$ cat src/rtl/qrfs_params.svh
// Timing constants for the flyback switch timing core.
// Assumes a 100 MHz core clock; cycle counts derive from the figures below.
`ifndef QRFS_PARAMS_SVH
`define QRFS_PARAMS_SVH

`define QRFS_CLK_MHZ          100
`define QRFS_DEMAG_TOUT_US    5
`define QRFS_DEMAG_TOUT_CYC   (`QRFS_DEMAG_TOUT_US * `QRFS_CLK_MHZ)
`define QRFS_OVP_RUN          7
`define QRFS_BURST_KHZ        22
`define QRFS_BURST_CYC        ((`QRFS_CLK_MHZ * 1000) / `QRFS_BURST_KHZ)
`define QRFS_CLAMP_H_KHZ      130
`define QRFS_CLAMP_H_CYC      ((`QRFS_CLK_MHZ * 1000 + `QRFS_CLAMP_H_KHZ - 1) / `QRFS_CLAMP_H_KHZ)
`define QRFS_CLAMP_L_KHZ      22
`define QRFS_CLAMP_L_CYC      ((`QRFS_CLK_MHZ * 1000) / `QRFS_CLAMP_L_KHZ)
`define QRFS_TON_MAX_US       30
`define QRFS_TON_MAX_CYC      (`QRFS_TON_MAX_US * `QRFS_CLK_MHZ)
`define QRFS_TOFF_MAX_US      50
`define QRFS_TOFF_MAX_CYC     (`QRFS_TOFF_MAX_US * `QRFS_CLK_MHZ)
`define QRFS_SUPP_US          2
`define QRFS_SUPP_CYC         (`QRFS_SUPP_US * `QRFS_CLK_MHZ)
`define QRFS_BLANK_NS         350
`define QRFS_BLANK_CYC        ((`QRFS_BLANK_NS * `QRFS_CLK_MHZ + 999) / 1000)
`define QRFS_BROWNOUT_MS      50
`define QRFS_BROWNOUT_CYC     (`QRFS_BROWNOUT_MS * `QRFS_CLK_MHZ * 1000)
`define QRFS_SKIP_MAX         3

`endif

$ cat src/rtl/qrfs_pkg.sv
// Types for the flyback switch timing core.
// Assumes qrfs_params.svh for numeric constants.
package qrfs_pkg;
  typedef enum logic [1:0] {
    QRFS_VALLEY   = 2'h0,
    QRFS_FOLDBACK = 2'h1,
    QRFS_BURST    = 2'h2
  } qrfs_mode_t;

  typedef enum logic [1:0] {
    QRFS_SOFT = 2'h0,
    QRFS_ON   = 2'h1,
    QRFS_OFF  = 2'h2,
    QRFS_HALT = 2'h3
  } qrfs_state_t;
endpackage : qrfs_pkg

$ cat src/rtl/qrfs_sync.sv
// Two-flop synchroniser bank for the comparator flags.
// Assumes inputs are asynchronous levels; outputs are registered.
module qrfs_sync #(
  parameter int W = 8
) (
  // Clock and reset
  input  wire logic         clk,
  input  wire logic         rst_n,
  // Flags
  input  wire logic [W-1:0] dIn,
  output logic      [W-1:0] qOut
);
  logic [W-1:0] meta_r;

  genvar g;
  generate
    for (g = 0; g < W; g++) begin : g_bit
      always_ff @(posedge clk or negedge rst_n) begin
        if (!rst_n) begin
          meta_r[g] <= 1'b0;
          qOut[g]   <= 1'b0;
        end else begin
          meta_r[g] <= dIn[g];
          qOut[g]   <= meta_r[g];
        end
      end
    end
  endgenerate
endmodule : qrfs_sync

$ cat src/rtl/qrfs_switch_timing.sv
// Switch timing and mode core of a quasi-resonant flyback controller.
// Assumes comparator flags arrive asynchronously; rst_n is supply lockout.
`include "qrfs_params.svh"

module qrfs_switch_timing #(
  parameter int BROWNOUT_CYC = `QRFS_BROWNOUT_CYC
) (
  // Clock and reset
  input  wire logic clk,
  input  wire logic rst_n,
  // Feedback comparators
  input  wire logic feedbackAboveFoldback,
  input  wire logic feedbackAboveBurst,
  input  wire logic feedbackSkipLow,
  input  wire logic feedbackSkipMid,
  // Sense comparators
  input  wire logic currentAtLimit,
  input  wire logic auxWindingSense,
  input  wire logic plateauOverTrip,
  input  wire logic lineSenseLow,
  input  wire logic lineSenseHigh,
  input  wire logic softStartDone,
  input  wire logic softStartLatch,
  input  wire logic supplyLowBurst,
  // Drive and status
  output logic      switchDrive_r,
  output qrfs_pkg::qrfs_mode_t modeOut_r,
  output logic      softStartActive_r,
  output logic      faultLatched_r,
  output logic      brownout_r,
  output logic      lineOverVoltage_r
);
  import qrfs_pkg::*;

  localparam logic [15:0] TOUT_CYC  = 16'(`QRFS_DEMAG_TOUT_CYC);
  localparam logic [15:0] BURST_CYC = 16'(`QRFS_BURST_CYC);
  localparam logic [15:0] HI_CYC    = 16'(`QRFS_CLAMP_H_CYC);
  localparam logic [15:0] LO_CYC    = 16'(`QRFS_CLAMP_L_CYC);
  localparam logic [15:0] TON_CYC   = 16'(`QRFS_TON_MAX_CYC);
  localparam logic [15:0] TOFF_CYC  = 16'(`QRFS_TOFF_MAX_CYC);
  localparam logic [15:0] SUPP_CYC  = 16'(`QRFS_SUPP_CYC);
  localparam logic [15:0] BLANK_CYC = 16'(`QRFS_BLANK_CYC);
  localparam logic [2:0]  OVP_RUN   = 3'(`QRFS_OVP_RUN);
  localparam logic [1:0]  SKIP_MAX  = 2'(`QRFS_SKIP_MAX);
  localparam logic [22:0] BO_CYC    = 23'(BROWNOUT_CYC);

  // Synchronised flags
  logic [11:0] rawFlags;
  logic [11:0] syncFlags;
  assign rawFlags = {supplyLowBurst, softStartLatch, softStartDone, lineSenseHigh,
                     lineSenseLow, plateauOverTrip, auxWindingSense, currentAtLimit,
                     feedbackSkipMid, feedbackSkipLow, feedbackAboveBurst,
                     feedbackAboveFoldback};

  qrfs_sync #(.W(12)) u_sync (
    .clk   (clk),
    .rst_n (rst_n),
    .dIn   (rawFlags),
    .qOut  (syncFlags)
  );

  wire fbFold  = syncFlags[0];
  wire fbBurst = syncFlags[1];
  wire skipLo  = syncFlags[2];
  wire skipMid = syncFlags[3];
  wire csLimit = syncFlags[4];
  wire auxS    = syncFlags[5];
  wire ovpTrip = syncFlags[6];
  wire lineLo  = syncFlags[7];
  wire lineHi  = syncFlags[8];
  wire ssDone  = syncFlags[9];
  wire ssLatch = syncFlags[10];
  wire vccLow  = syncFlags[11];

  // State
  qrfs_state_t state_r, state_nxt;
  logic [15:0] onCnt_r, offCnt_r, perCnt_r, demagCnt_r, foldOn_r;
  logic        auxPrev_r;
  logic [1:0]  skipCnt_r;
  logic [2:0]  ovpCnt_r;
  logic        ovpSampled_r;
  logic [22:0] boCnt_r;

  // Mode from feedback level
  qrfs_mode_t modeSel;
  assign modeSel = fbFold  ? QRFS_VALLEY :
                   fbBurst ? QRFS_FOLDBACK :
                             QRFS_BURST;

  // Valleys to skip in foldback grows as feedback falls
  logic [1:0] skipNeed;
  assign skipNeed = (modeOut_r != QRFS_FOLDBACK) ? 2'h0 :
                    skipLo  ? SKIP_MAX :
                    skipMid ? 2'h2 : 2'h1;

  wire inSupp    = offCnt_r < SUPP_CYC;
  wire auxFall   = auxPrev_r && !auxS;
  wire valleyOk  = auxFall && !inSupp;
  wire valleyUse = valleyOk && (skipCnt_r >= skipNeed);
  wire demagTout = demagCnt_r >= TOUT_CYC;
  wire minPerOk  = perCnt_r >= HI_CYC - 16'h1;
  wire lowClamp  = perCnt_r >= LO_CYC - 16'h1;
  wire offMax    = offCnt_r >= TOFF_CYC - 16'h1;
  wire burstTick = perCnt_r >= BURST_CYC - 16'h1;

  wire fault = faultLatched_r || brownout_r || lineOverVoltage_r;

  // Turn-on decision per mode
  logic startReq;
  always_comb begin
    startReq = 1'b0;
    case (modeOut_r)
      QRFS_BURST: begin
        startReq = burstTick && (vccLow || csLimit == 1'b0 && fbBurst);
      end
      default: begin
        startReq = minPerOk && (valleyUse || demagTout || lowClamp || offMax);
      end
    endcase
    if (inSupp) begin
      startReq = 1'b0;
    end
  end

  // Turn-off decision
  wire blanking = onCnt_r < BLANK_CYC - 16'h1;
  wire csStop   = csLimit && !blanking;
  wire foldStop = (modeOut_r == QRFS_FOLDBACK) && (onCnt_r >= foldOn_r) && !blanking;
  wire tonStop  = onCnt_r >= TON_CYC - 16'h1;
  wire offReq   = csStop || foldStop || tonStop;

  always_comb begin
    state_nxt = state_r;
    case (state_r)
      QRFS_SOFT: begin
        if (ssDone) state_nxt = QRFS_OFF;
      end
      QRFS_ON: begin
        if (offReq) state_nxt = QRFS_OFF;
      end
      QRFS_OFF: begin
        if (startReq) state_nxt = QRFS_ON;
      end
      QRFS_HALT: begin
        state_nxt = QRFS_HALT;
      end
      default: state_nxt = QRFS_SOFT;
    endcase
    if (fault) begin
      state_nxt = QRFS_HALT;
    end else if (state_r == QRFS_HALT) begin
      state_nxt = QRFS_SOFT;
    end
  end

  // Soft start holds the drive off and only restarts the period timer each low-clamp period
  wire softStart = (state_r == QRFS_SOFT) && perCnt_r >= LO_CYC - 16'h1;
  wire turnOn    = (state_r == QRFS_OFF) && (state_nxt == QRFS_ON);
  wire turnOff   = (state_r == QRFS_ON) && (state_nxt != QRFS_ON);

  always_ff @(posedge clk or negedge rst_n) begin
    if (!rst_n) begin
      state_r   <= QRFS_SOFT;
      modeOut_r <= QRFS_VALLEY;
      auxPrev_r <= 1'b0;
    end else begin
      state_r   <= state_nxt;
      auxPrev_r <= auxS;
      if (turnOn) begin
        modeOut_r <= modeSel;
      end
    end
  end

  // Cycle timers
  always_ff @(posedge clk or negedge rst_n) begin
    if (!rst_n) begin
      onCnt_r    <= 16'h0;
      offCnt_r   <= 16'h0;
      perCnt_r   <= 16'h0;
      demagCnt_r <= 16'h0;
      skipCnt_r  <= 2'h0;
    end else begin
      onCnt_r  <= turnOn ? 16'h0 : (state_r == QRFS_ON && onCnt_r != 16'hFFFF) ? onCnt_r + 16'h1 : onCnt_r;
      offCnt_r <= turnOff ? 16'h0 : (state_r != QRFS_ON && offCnt_r != 16'hFFFF) ? offCnt_r + 16'h1 : offCnt_r;
      perCnt_r <= (turnOn || softStart) ? 16'h0 : (perCnt_r != 16'hFFFF) ? perCnt_r + 16'h1 : perCnt_r;
      if (turnOff || auxS != auxPrev_r) begin
        demagCnt_r <= 16'h0;
      end else if (state_r == QRFS_OFF && demagCnt_r != 16'hFFFF) begin
        demagCnt_r <= demagCnt_r + 16'h1;
      end
      if (turnOn) begin
        skipCnt_r <= 2'h0;
      end else if (valleyOk && skipCnt_r != 2'h3) begin
        skipCnt_r <= skipCnt_r + 2'h1;
      end
    end
  end

  // Foldback on-time is frozen at the last valley-mode on-time
  always_ff @(posedge clk or negedge rst_n) begin
    if (!rst_n) begin
      foldOn_r <= TON_CYC;
    end else if (turnOff && modeOut_r == QRFS_VALLEY) begin
      foldOn_r <= onCnt_r;
    end
  end

  // Plateau sampled once per cycle at end of suppression interval
  wire plateauSample = (state_r == QRFS_OFF) && (offCnt_r == SUPP_CYC);
  always_ff @(posedge clk or negedge rst_n) begin
    if (!rst_n) begin
      ovpCnt_r       <= 3'h0;
      ovpSampled_r   <= 1'b0;
      faultLatched_r <= 1'b0;
    end else begin
      if (turnOn && !ovpSampled_r) begin
        ovpCnt_r <= 3'h0;
      end else if (plateauSample) begin
        ovpCnt_r <= ovpTrip ? ovpCnt_r + 3'h1 : 3'h0;
      end
      ovpSampled_r <= turnOn ? 1'b0 : (plateauSample ? 1'b1 : ovpSampled_r);
      if ((plateauSample && ovpTrip && ovpCnt_r == OVP_RUN - 3'h1) || ssLatch) begin
        faultLatched_r <= 1'b1;
      end
    end
  end

  // Line protections
  always_ff @(posedge clk or negedge rst_n) begin
    if (!rst_n) begin
      boCnt_r           <= 23'h0;
      brownout_r        <= 1'b0;
      lineOverVoltage_r <= 1'b0;
    end else begin
      boCnt_r           <= !lineLo ? 23'h0 : (boCnt_r != BO_CYC) ? boCnt_r + 23'h1 : boCnt_r;
      brownout_r        <= lineLo && boCnt_r >= BO_CYC - 23'h1;
      lineOverVoltage_r <= lineHi;
    end
  end

  // Drive output
  always_ff @(posedge clk or negedge rst_n) begin
    if (!rst_n) begin
      switchDrive_r     <= 1'b0;
      softStartActive_r <= 1'b1;
    end else begin
      switchDrive_r     <= (state_nxt == QRFS_ON) && !fault;
      softStartActive_r <= (state_nxt == QRFS_SOFT);
    end
  end

  a_ton_limit: assert property (@(posedge clk) disable iff (!rst_n)
    state_r == QRFS_ON |-> onCnt_r < TON_CYC) else $error("On-time exceeded limit");
  a_no_supp_on: assert property (@(posedge clk) disable iff (!rst_n)
    $rose(switchDrive_r) |-> offCnt_r >= SUPP_CYC - 16'h1) else $error("Turn-on in suppression");
  a_fault_low: assert property (@(posedge clk) disable iff (!rst_n)
    $past(fault) && fault |-> !switchDrive_r) else $error("Drive high with fault");
  a_latch_sticky: assert property (@(posedge clk) disable iff (!rst_n)
    faultLatched_r |=> faultLatched_r) else $error("Latched fault released");
  a_toff_limit: assert property (@(posedge clk) disable iff (!rst_n)
    state_r == QRFS_OFF && !fault && modeOut_r != QRFS_BURST |-> offCnt_r < TOFF_CYC + HI_CYC)
    else $error("Off-time exceeded limit");
  a_min_period: assert property (@(posedge clk) disable iff (!rst_n)
    turnOn && modeOut_r != QRFS_BURST |-> perCnt_r >= HI_CYC - 16'h1) else $error("Period short");
  a_blank_hold: assert property (@(posedge clk) disable iff (!rst_n)
    turnOff && !fault |-> onCnt_r >= BLANK_CYC - 16'h1) else $error("On-time under blanking");
  a_lineov_stop: assert property (@(posedge clk) disable iff (!rst_n)
    lineHi |=> ##1 !switchDrive_r) else $error("Drive during line over-voltage");
endmodule : qrfs_switch_timing

$ cat config.mk
export PLATFORM = sky130hd
export DESIGN_NAME = qrfs_switch_timing
export DESIGN_NICKNAME = d
export VERILOG_FILES = /design/src/rtl/qrfs_pkg.sv /design/src/rtl/qrfs_sync.sv /design/src/rtl/qrfs_switch_timing.sv
export VERILOG_INCLUDE_DIRS = /design/src /design/src/rtl
export SDC_FILE = /design/constraint.sdc
export NUM_CORES = 1
export LEC_CHECK = 0
export BUFFER_PORTS_ARGS = -buffer_cell sky130_fd_sc_hd__buf_4
export CAP_MARGIN = 10
export CORE_MARGIN = 2
export CORE_UTILIZATION = 55
export DETAILED_ROUTE_END_ITERATION = 10
export PLACE_DENSITY = 0.72
export SLEW_MARGIN = 0
export SYNTH_ARGS = -nofsm -noshare
export SYNTH_HDL_FRONTEND = slang
export SYNTH_HIERARCHICAL = 1
export SYNTH_SLANG_ARGS = --single-unit
export TNS_END_PERCENT = 50
$ cat constraint.sdc
create_clock -name clk -period 6.4 [get_ports clk]
set_clock_uncertainty 0.05 [all_clocks]
set_input_delay 0.32 -clock clk [delete_from_list [all_inputs] [get_ports clk]]
set_output_delay 0.32 -clock clk [all_outputs]
set_load 0.05 [all_outputs]
==> results of run 1 <==
-- routing by layer --
layer,vias to the layer above,routed length [um],GRT usage [%]
met4,0,189,7.35
met5,-,0,0
li1,2586,-,-
met3,16,383,5.04
met1,2686,6570,29.1
met2,61,7180,36.1
-- cells by family (layout without fill, tap and decap cells) --
group,Yosys count,count (layout)
DFF,143,143
xor gates and xnor gates,74,74
buffers and inverters,62,108
and+or+nand+nor,335,335
muxes,23,23
AOI/OAI and AO/OA,69,69
adders and majority gates,36,36
-- final cells by class --
class	instances	area, um2
sequential	143	3590
timing repair buffer	35	299
tap	176	220
clock inverter	12	135
inverter	41	154
multi-input combinational	537	3510
fill	1062	4760
clock buffer	20	467
-- worst max path at each step --
stage | start | to | slack, ps | depth (start not counted)
after floorplan | modeOut_r[0] | foldOn_r[0] | 2990 | 12
after global placement | modeOut_r[1] | offCnt_r[0] | 2570 | 11
after detailed placement | modeOut_r[0] | offCnt_r[0] | 2430 | 11
after CTS | modeOut_r[0] | offCnt_r[0] | 2430 | 11
after global routing | modeOut_r[0] | offCnt_r[0] | 2050 | 11
final | modeOut_r[0] | offCnt_r[0] | 2390 | 11
-- metrics by stage --
| step | utilization (%) | cells |
|---|---|---|
| after floorplan | - | 742 |
| after global placement | 58.2 | 919 |
| after detailed placement | 58.2 | 919 |
| after CTS | 63.7 | 964 |
| after global routing | 63.7 | 964 |
| final | 63.7 | 964 |
-- Yosys cell counts, types with 18 or more instances --
library cell / count / area (um2)
nor3_1: 18 / 90.1
xor2_1: 33 / 289
ha_1: 36 / 450
nand2_1: 75 / 282
inv_1: 41 / 154
dfrtp_1: 135 / 3380
nor2_1: 97 / 364
nand3_1: 39 / 195
and2_1: 22 / 138
xnor2_1: 41 / 359
a21oi_1: 18 / 90.1
and3_1: 18 / 113
-- repair_timing --
item | in CTS | in global routing
endpoints found under the hold margin | 74 | 0
hold buffers | 13 | 0
gates resized for setup | 0 | 0
-- power breakdown --
group | leakage (nW) | switching [mW] | total [mW] | internal (mW)
logic | 1.73 | 0.107 | 0.183 | 0.0763
registers | 1.86 | 0.0599 | 1.02 | 0.960
clock network | 0.285 | 0.389 | 0.994 | 0.605
total | 3.87 | 0.555 | 2.20 | 1.64
-- state kept, by name, indices dropped and copies added, names as in the netlist, 2 cells and up --
signal	flops
boCnt_r	23
demagCnt_r	16
foldOn_r	16
offCnt_r	16
onCnt_r	16
perCnt_r	16
u_sync/meta_r	12
u_sync/qOut	12
ovpCnt_r	3
modeOut_r	2
skipCnt_r	2
state_r	2
-- worst max-delay path, delay by kind of cell (launching register included) --
kind,cells,cell delay [ps]
AO/OA/AOI/OAI,6,1870
adder cells (fa/ha/maj),1,240
flip-flops,1,400
AND/OR/NAND/NOR,4,1260
==> impl_metrics.csv, run 1 <==
group,metric,value,unit
outcome,status,"complete, no violations",
floorplan,die_h,120,um
critical_path,r2r_end,"offCnt_r[0]",
detailed_routing,route.antenna.remaining_nets,0,
critical_path,cp_max_fo,32,
cts,cts_buffers,17,
finish,area_growth,13.8,%
synthesis,syn_avg_cell_area,9.92,um2
worst_hold_path,holdCritPathClass,"reg2reg",
synthesis,synth_compound_area_share,6.29,%
synthesis,synth-main-ff-cell,"dfrtp_1",
floorplan,io-pin-count,21,
finish,layout.nets,825,
place,hpwl,9700,um
sta,hold_viol,0,
critical_path,cp.required,6610,ps
global_routing,grt_pass1_vias,5332,
detailed_routing,drt-total-wl,14300,um
synthesis,syn_nets,792,
detailed_routing,avgViaCountPerCell,5.55,
cts,path_clk_slew,60,ps
pwr,irDropWorstVdd,0.000173,V
place,place_area,7640,um2
finish,final_common_cell,"dfrtp_1",
detailed_routing,vias,5349,
cts,cts_tree,"done",
sta,fin_crit,4010,ps
place,portBuffers,20,
synthesis,yosys_warnings,6,
floorplan,dieWidth,120,um
synthesis,synth_edf_count,0,
pwr,p_leak,3.87,nW
place,dp_slack,2430,ps
sta,rsz0062_at_grt,"false",
floorplan,start_util,56.0,%
global_routing,grt_max_degree,75,
finish,layout_common_cells,"dfrtp_1 (135), nor2_1 (97), nand2_1 (75), inv_1 (41), xnor2_1 (41)",
critical_path,critPathSlowestCell,"o21a_1",
synthesis,yosys.area_share.simple,22.5,%
cts,h-tree-depth,4,
synthesis,synth_xor_area_share,8.81,%
floorplan,fp-row-count,42,
critical_path,arrival,4220,ps
detailed_routing,drc_errors,0,
detailed_routing,dr.first_iter.drc_count,375,
synthesis,synth_cell_types,58,
finish,stdcell_area,8370,um2
sta,setup_tns,0,ps
sta,setup_slack,2390,ps
synthesis,synth_top_family_by_area,"simple AND/OR/NAND/NOR gates",
detailed_routing,dr.pass1.iters,5,
critical_path,path_class,"reg2reg",
synthesis,synth_mux_area_share,3.96,%
sta,drv_slew,0,
synthesis,seq_area_frac_synth,48.8,%
sta,hold_ws,298,ps
global_routing,grtUsageTotal,22.0,%
critical_path,r2r_start,"modeOut_r[0]",
global_routing,antenna_found_initial,0,
place,place.gp.congestion,0.875,
sta,finalSetupViolCount,0,
pwr,power,2.20,mW
critical_path,end_kind,"flop",
worst_hold_path,whs_endpoint,"lineOverVoltage_r",
critical_path,max_stage_delay,920,ps
critical_path,regToRegSetupSlack,2390,ps
pwr,power-per-cell-area,262,nW/um2
cts,clk_latency,430,ps
cts,clockBufferDepth,2,
cts,clock_sink_count,143,
critical_path,crit_chain,"nor2b_1, a21boi_0, ha_1, nand2b_1, a21o_1, a21o_1, or4_4, a31oi_1, or3b_1, o21a_1, o21ai_0",
sta,relSlewSlack,24.2,%
synthesis,synthCells,742,
critical_path,ff2ff_path_depth,11,
critical_path,crit_top_cell,"a21o_1",
worst_hold_path,hp-start,"u_sync/qOut[8]",
floorplan,core-area,13100,um2
cts,post_cts_buffers,0,
job,maxCapViolations,0,
global_routing,overflow,0,
sta,max_freq,249,MHz
cts,root_buffer,"clkbuf_16",
sta,tightest_slew,1140,ps
synthesis,synthArstFlopShare,100,%
detailed_routing,post_drt_wl_per_cell,14.9,um
synthesis,ys_ff_latch,143,
finish,n_antenna_cell,0,
worst_hold_path,whs_path_depth,0,
floorplan,die_area,14300,um2
global_routing,grt_pass1_wl,25100,um
sta,post-route-period-util,62.7,%
synthesis,synthesis.area,7360,um2
finish,drive_gt1_share,11.2,%
synthesis,synthAdderAreaFrac,6.12,%
critical_path,startpoint_type,"flop",
(Power assumes the default switching activity.)
==> run 2, diff against run 1 <==
clock period = 3.85 ns   (was 6.4 ns; I/O delays follow)
==> impl_metrics.csv, run 2 (synthesis results as in run 1) <==
group,metric,value,unit
outcome,status,"complete, no violations",
place,dp_cells,923,
global_routing,grt_max_degree,93,
floorplan,start_util,56.0,%
finish,stdcell_count,967,
pwr,p_leak,3.91,nW
cts,clk_latency,420,ps
sta,rsz0062_at_grt,"false",
cts,cts_buffers,17,
sta,post-route-period-util,90.2,%
sta,fin_crit,3470,ps
floorplan,die_h,120,um
finish,n_antenna_cell,0,
pwr,irDropWorstVdd,0.000320,V
place,place.gp.congestion,0.840,
global_routing,overflow,0,
critical_path,startpoint_type,"flop",
critical_path,cp.required,4100,ps
detailed_routing,drc_errors,0,
sta,setup_tns,0,ps
floorplan,fp-row-count,42,
sta,hold_viol,0,
finish,final_common_cell,"dfrtp_1",
global_routing,grt_pass1_vias,5405,
floorplan,io-pin-count,21,
cts,h-tree-depth,4,
global_routing,antenna_found_initial,0,
pwr,power-per-cell-area,439,nW/um2
detailed_routing,avgViaCountPerCell,5.50,
place,portBuffers,20,
cts,clockBufferDepth,2,
floorplan,dieWidth,120,um
critical_path,end_kind,"flop",
sta,drv_slew,0,
job,maxCapViolations,0,
finish,layout.nets,829,
critical_path,path_class,"reg2reg",
detailed_routing,dr.pass1.iters,7,
finish,top_register,"boCnt_r",
cts,path_clk_slew,60,ps
floorplan,core-area,13100,um2
sta,max_freq,288,MHz
detailed_routing,drt-total-wl,14400,um
cts,cts_tree,"done",
detailed_routing,route.antenna.remaining_nets,0,
critical_path,cp_max_fo,16,
global_routing,grt_pass1_wl,25400,um
cts,root_buffer,"clkbuf_16",
sta,tightest_slew,837,ps
finish,largest_register_ffs,23,
floorplan,die_area,14300,um2
sta,relSlewSlack,44.2,%
detailed_routing,post_drt_wl_per_cell,14.9,um
sta,finalSetupViolCount,0,
cts,post_cts_buffers,0,
detailed_routing,dr.first_iter.drc_count,359,
finish,layout_common_cells,"dfrtp_1 (135), nor2_1 (97), nand2_1 (75), inv_1 (41), xnor2_1 (41)",
critical_path,regToRegSetupSlack,380,ps
place,hpwl,9830,um
finish,drive_gt1_share,11.5,%
critical_path,arrival,3720,ps
worst_hold_path,holdCritPathClass,"reg2reg",
finish,area_growth,14.5,%
global_routing,grtUsageTotal,22.1,%
cts,clock_sink_count,143,
detailed_routing,vias,5317,
run 2: cell count changes in the layout (fill, tap and decap cells not counted):
cell        previous run  this run
clkinvlp_4             4         6
nor3_2                 1         0
bufinv_16              2         4
nor3_4                 0         1
clkinv_4               3         1
buf_4                 21        25
clkbuf_8               3         0
run 2: power by group:
| part | switching (mW) | internal [mW] | leakage [nW] | total, mW |
|---|---|---|---|---|
| registers | 0.0976 | 1.60 | 1.86 | 1.69 |
| logic | 0.172 | 0.127 | 1.77 | 0.299 |
| clock network | 0.631 | 1.08 | 0.283 | 1.71 |
run 2: metal layers:
metal	up-vias	global-route usage (%)	share of wire, %
met5	-	0	0
met4	0	6.47	1.6
met3	17	5.85	4.9
met2	119	36.2	49
met1	2591	29.0	45
li1	2590	-	-
run 2: layout make-up:
type / count / area (um2)
clock inverters: 14 / 193
flip-flops and latches: 143 / 3590
fillers: 1043 / 4710
multi-input cells: 537 / 3520
clock buffers: 17 / 425
repair buffers: 39 / 329
well taps: 176 / 220
inverters: 41 / 154
run 2: worst paths after layout:
check                                       from               end  depth (start not counted)
worst max-delay path                 onCnt_r[13]       foldOn_r[6]                          9
worst min-delay path            u_sync/meta_r[5]    u_sync/qOut[5]                          0
worst max register to register       onCnt_r[13]       foldOn_r[6]                          9
worst min register to register  u_sync/meta_r[5]    u_sync/qOut[5]                          0
max in group asynchronous                  rst_n  u_sync/meta_r[3]                          3
min in group asynchronous                  rst_n      perCnt_r[12]                          2
run 2: per-stage QoR:
step | power (mW) | instance area [um2] | utilization (%) | setup WS (ps) | hold WS, ps
finish | 3.70 | 8430 | 64.1 | 378 | 298
global route | 3.87 | 8430 | 64.1 | 26.5 | 307
CTS | 3.74 | 8420 | 64.1 | 358 | 300
detailed placement | 2.01 | 7670 | 58.4 | 363 | 253
global placement | 1.99 | 7670 | 58.4 | 490 | 252
floorplan | 1.90 | 7360 | - | 444 | -153
run 2: repair_timing:
item	CTS	global route
hold buffers	13	0
hold endpoints to repair	102	0
endpoints found under the setup margin	0	16
gates resized for setup	0	1
run 2: worst max-delay path, stage by stage, from the launching register on:
cell,delay [ps]
dfrtp_1,450
ha_1,330
a21oi_1,140
nor2_1,50
a2111oi_0,360
a41oi_1,190
a31oi_1,190
or3b_1,540
o211ai_4,630
mux2_2,400
==> run 3, diff against run 2 <==
CORE_UTILIZATION = 39   (was 55)
PLACE_DENSITY = unset   (was 0.72)
REMOVE_ABC_BUFFERS = 1   (was unset)
==> impl_metrics.csv, run 3 (synthesis results as in run 1) <==
group,metric,value,unit
finish,layout.nets,833,
sta,relSlewSlack,39.4,%
finish,top_register,"boCnt_r",
global_routing,grtUsageTotal,15.4,%
sta,fin_crit,3370,ps
critical_path,arrival,3620,ps
sta,post-route-period-util,87.4,%
sta,setup_slack,485,ps
cts,clk_latency,420,ps
critical_path,startpoint,"modeOut_r[1]",
detailed_routing,vias,5159,
detailed_routing,dr.first_iter.drc_count,317,
critical_path,critPathSlowestCell,"or4_4",
finish,multi_input_area,3510,um2
critical_path,crit_top_cell,"a21o_1",
pwr,power.internal,2.73,mW
sta,setup_tns,0,ps
finish,final_common_cell,"dfrtp_1",
sta,hold_viol,0,
finish,area_growth,15.3,%
floorplan,start_util,39.6,%
sta,max_freq,297,MHz
critical_path,path_class,"reg2reg",
floorplan,die_h,141,um
critical_path,path_delay_family,"simple AND/OR/NAND/NOR gates",
critical_path,cp.required,4100,ps
pwr,netSwitchingFraction,25.0,%
pwr,p_switching,907,uW
floorplan,die_area,20000,um2
critical_path,end_kind,"flop",
detailed_routing,drt-total-wl,14200,um
cts,path_clk_slew,60,ps
cts,cts_tree,"done",
critical_path,cp_max_fo,16,
global_routing,grt_pass1_vias,5069,
pwr,combPwrFrac,8.3,%
detailed_routing,drc_errors,0,
detailed_routing,avgViaCountPerCell,5.01,
critical_path,ff2ff_path_depth,12,
critical_path,crit_chain,"nor2b_1, a21boi_0, ha_1, nand2b_1, a21o_1, a21o_1, or4_4, a31oi_1, or3b_1, o211ai_4, buf_4, mux2_4",
finish,largest_register_ffs,23,
pwr,clkPwrFrac,45.1,%
detailed_routing,route.antenna.remaining_nets,0,
floorplan,fp-row-count,50,
detailed_routing,post_drt_wl_per_cell,13.8,um
place,portBuffers,20,
cts,clock_sink_count,143,
critical_path,worst-path-stages,12,
job,maxCapViolations,0,
floorplan,io-pin-count,21,
pwr,seqPwrFrac,46.6,%
sta,rsz0062_at_grt,"false",
cts,clockBufferDepth,2,
sta,tightest_slew,908,ps
critical_path,max_stage_delay,510,ps
finish,drive_gt1_share,11.8,%
finish,seq_area,3590,um2
cts,postCtsHoldBufs,13,
critical_path,r2r_end,"foldOn_r[1]",
place,hpwl,9650,um
detailed_routing,dr.pass1.iters,4,
cts,cts-resized-gates,0,
finish,n_antenna_cell,0,
pwr,p_leak,3.92,nW
sta,drv_slew,0,
cts,post_cts_buffers,0,
cts,root_buffer,"clkbuf_16",
global_routing,grt_pass1_wl,24700,um
critical_path,startpoint_type,"flop",
pwr,irDropWorstVdd,0.000263,V
place,dp_slack,453,ps
floorplan,core-area,18600,um2
finish,fillers,1744,
critical_path,r2r_start,"modeOut_r[1]",
cts,cts_buffers,17,
pwr,power-per-cell-area,428,nW/um2
floorplan,dieWidth,141,um
finish,layout_common_cells,"dfrtp_1 (135), nor2_1 (97), nand2_1 (75), inv_1 (41), xnor2_1 (41)",
global_routing,overflow,0,
critical_path,crit_path_end,"foldOn_r[1]",
cts,h-tree-depth,4,
sta,finalSetupViolCount,0,
outcome,status,"complete, no violations",
worst_hold_path,holdCritPathClass,"reg2reg",
global_routing,antenna_found_initial,0,
critical_path,path_buf_inv,1,
global_routing,grt_max_degree,101,
critical_path,regToRegSetupSlack,480,ps
place,place.gp.congestion,0.809,
-- run 3: changes by cell type in the layout (fill, tap and decap cells not counted) --
cell        before  now
nor3_4           1    0
clkbuf_1         0    2
nor3_2           0    1
buf_4           25   29
bufinv_16        4    2
clkbuf_8         0    3
clkinv_2         2    5
clkinvlp_4       6    1
-- run 3: worst min path at each step --
stage | cells past startpoint | slack (ps) | end | startpoint
6_report | 0 | 300 | u_sync/qOut[5] | u_sync/meta_r[5]
5_1_grt | 0 | 300 | u_sync/qOut[8] | u_sync/meta_r[8]
4_1_cts | 0 | 300 | u_sync/qOut[8] | u_sync/meta_r[8]
3_5_place_dp | 1 | 250 | u_sync/meta_r[7] | lineSenseLow
3_3_place_gp | 1 | 250 | u_sync/meta_r[9] | softStartDone
2_1_floorplan | 0 | -150 | auxPrev_r | rst_n
-- run 3: power groups by stage --
stage	registers (mW)	logic [mW]	clock network, mW
4_1_cts	1.69	0.309	1.69
3_3_place_gp	1.72	0.292	0
6_report	1.69	0.302	1.64
2_1_floorplan	1.69	0.205	0
5_1_grt	1.71	0.353	1.74
3_5_place_dp	1.72	0.296	0
-- run 3: final cells by class --
| class | instances | area share (%) |
|---|---|---|
| Sequential cell | 143 | 42.3 |
| Multi-Input combinational cell | 537 | 41.3 |
| Clock buffer | 22 | 5.59 |
| Timing Repair Buffer | 43 | 4.23 |
| Tap cell | 234 | 3.45 |
| Inverter | 41 | 1.81 |
| Clock inverter | 10 | 1.30 |
-- run 3: through the flow --
stage | hold WS [ps] | util (%) | area (um2) | std cells | total power [mW]
final | 296 | 45.7 | 8490 | 1030 | 3.63
after global routing | 300 | 45.7 | 8490 | 1030 | 3.80
after CTS | 298 | 45.7 | 8490 | 1030 | 3.69
after detailed placement | 253 | 41.8 | 7770 | 985 | 2.01
after global placement | 252 | 41.8 | 7770 | 985 | 2.01
after floorplan | -153 | - | 7250 | 721 | 1.90
-- run 3: metal layers --
layer,routed length (um),track usage (%),up-vias
li1,-,-,2615
met1,7450,22.0,2466
met2,6210,23.2,64
met3,378,3.95,14
met4,153,4.68,0
met5,0,0,-
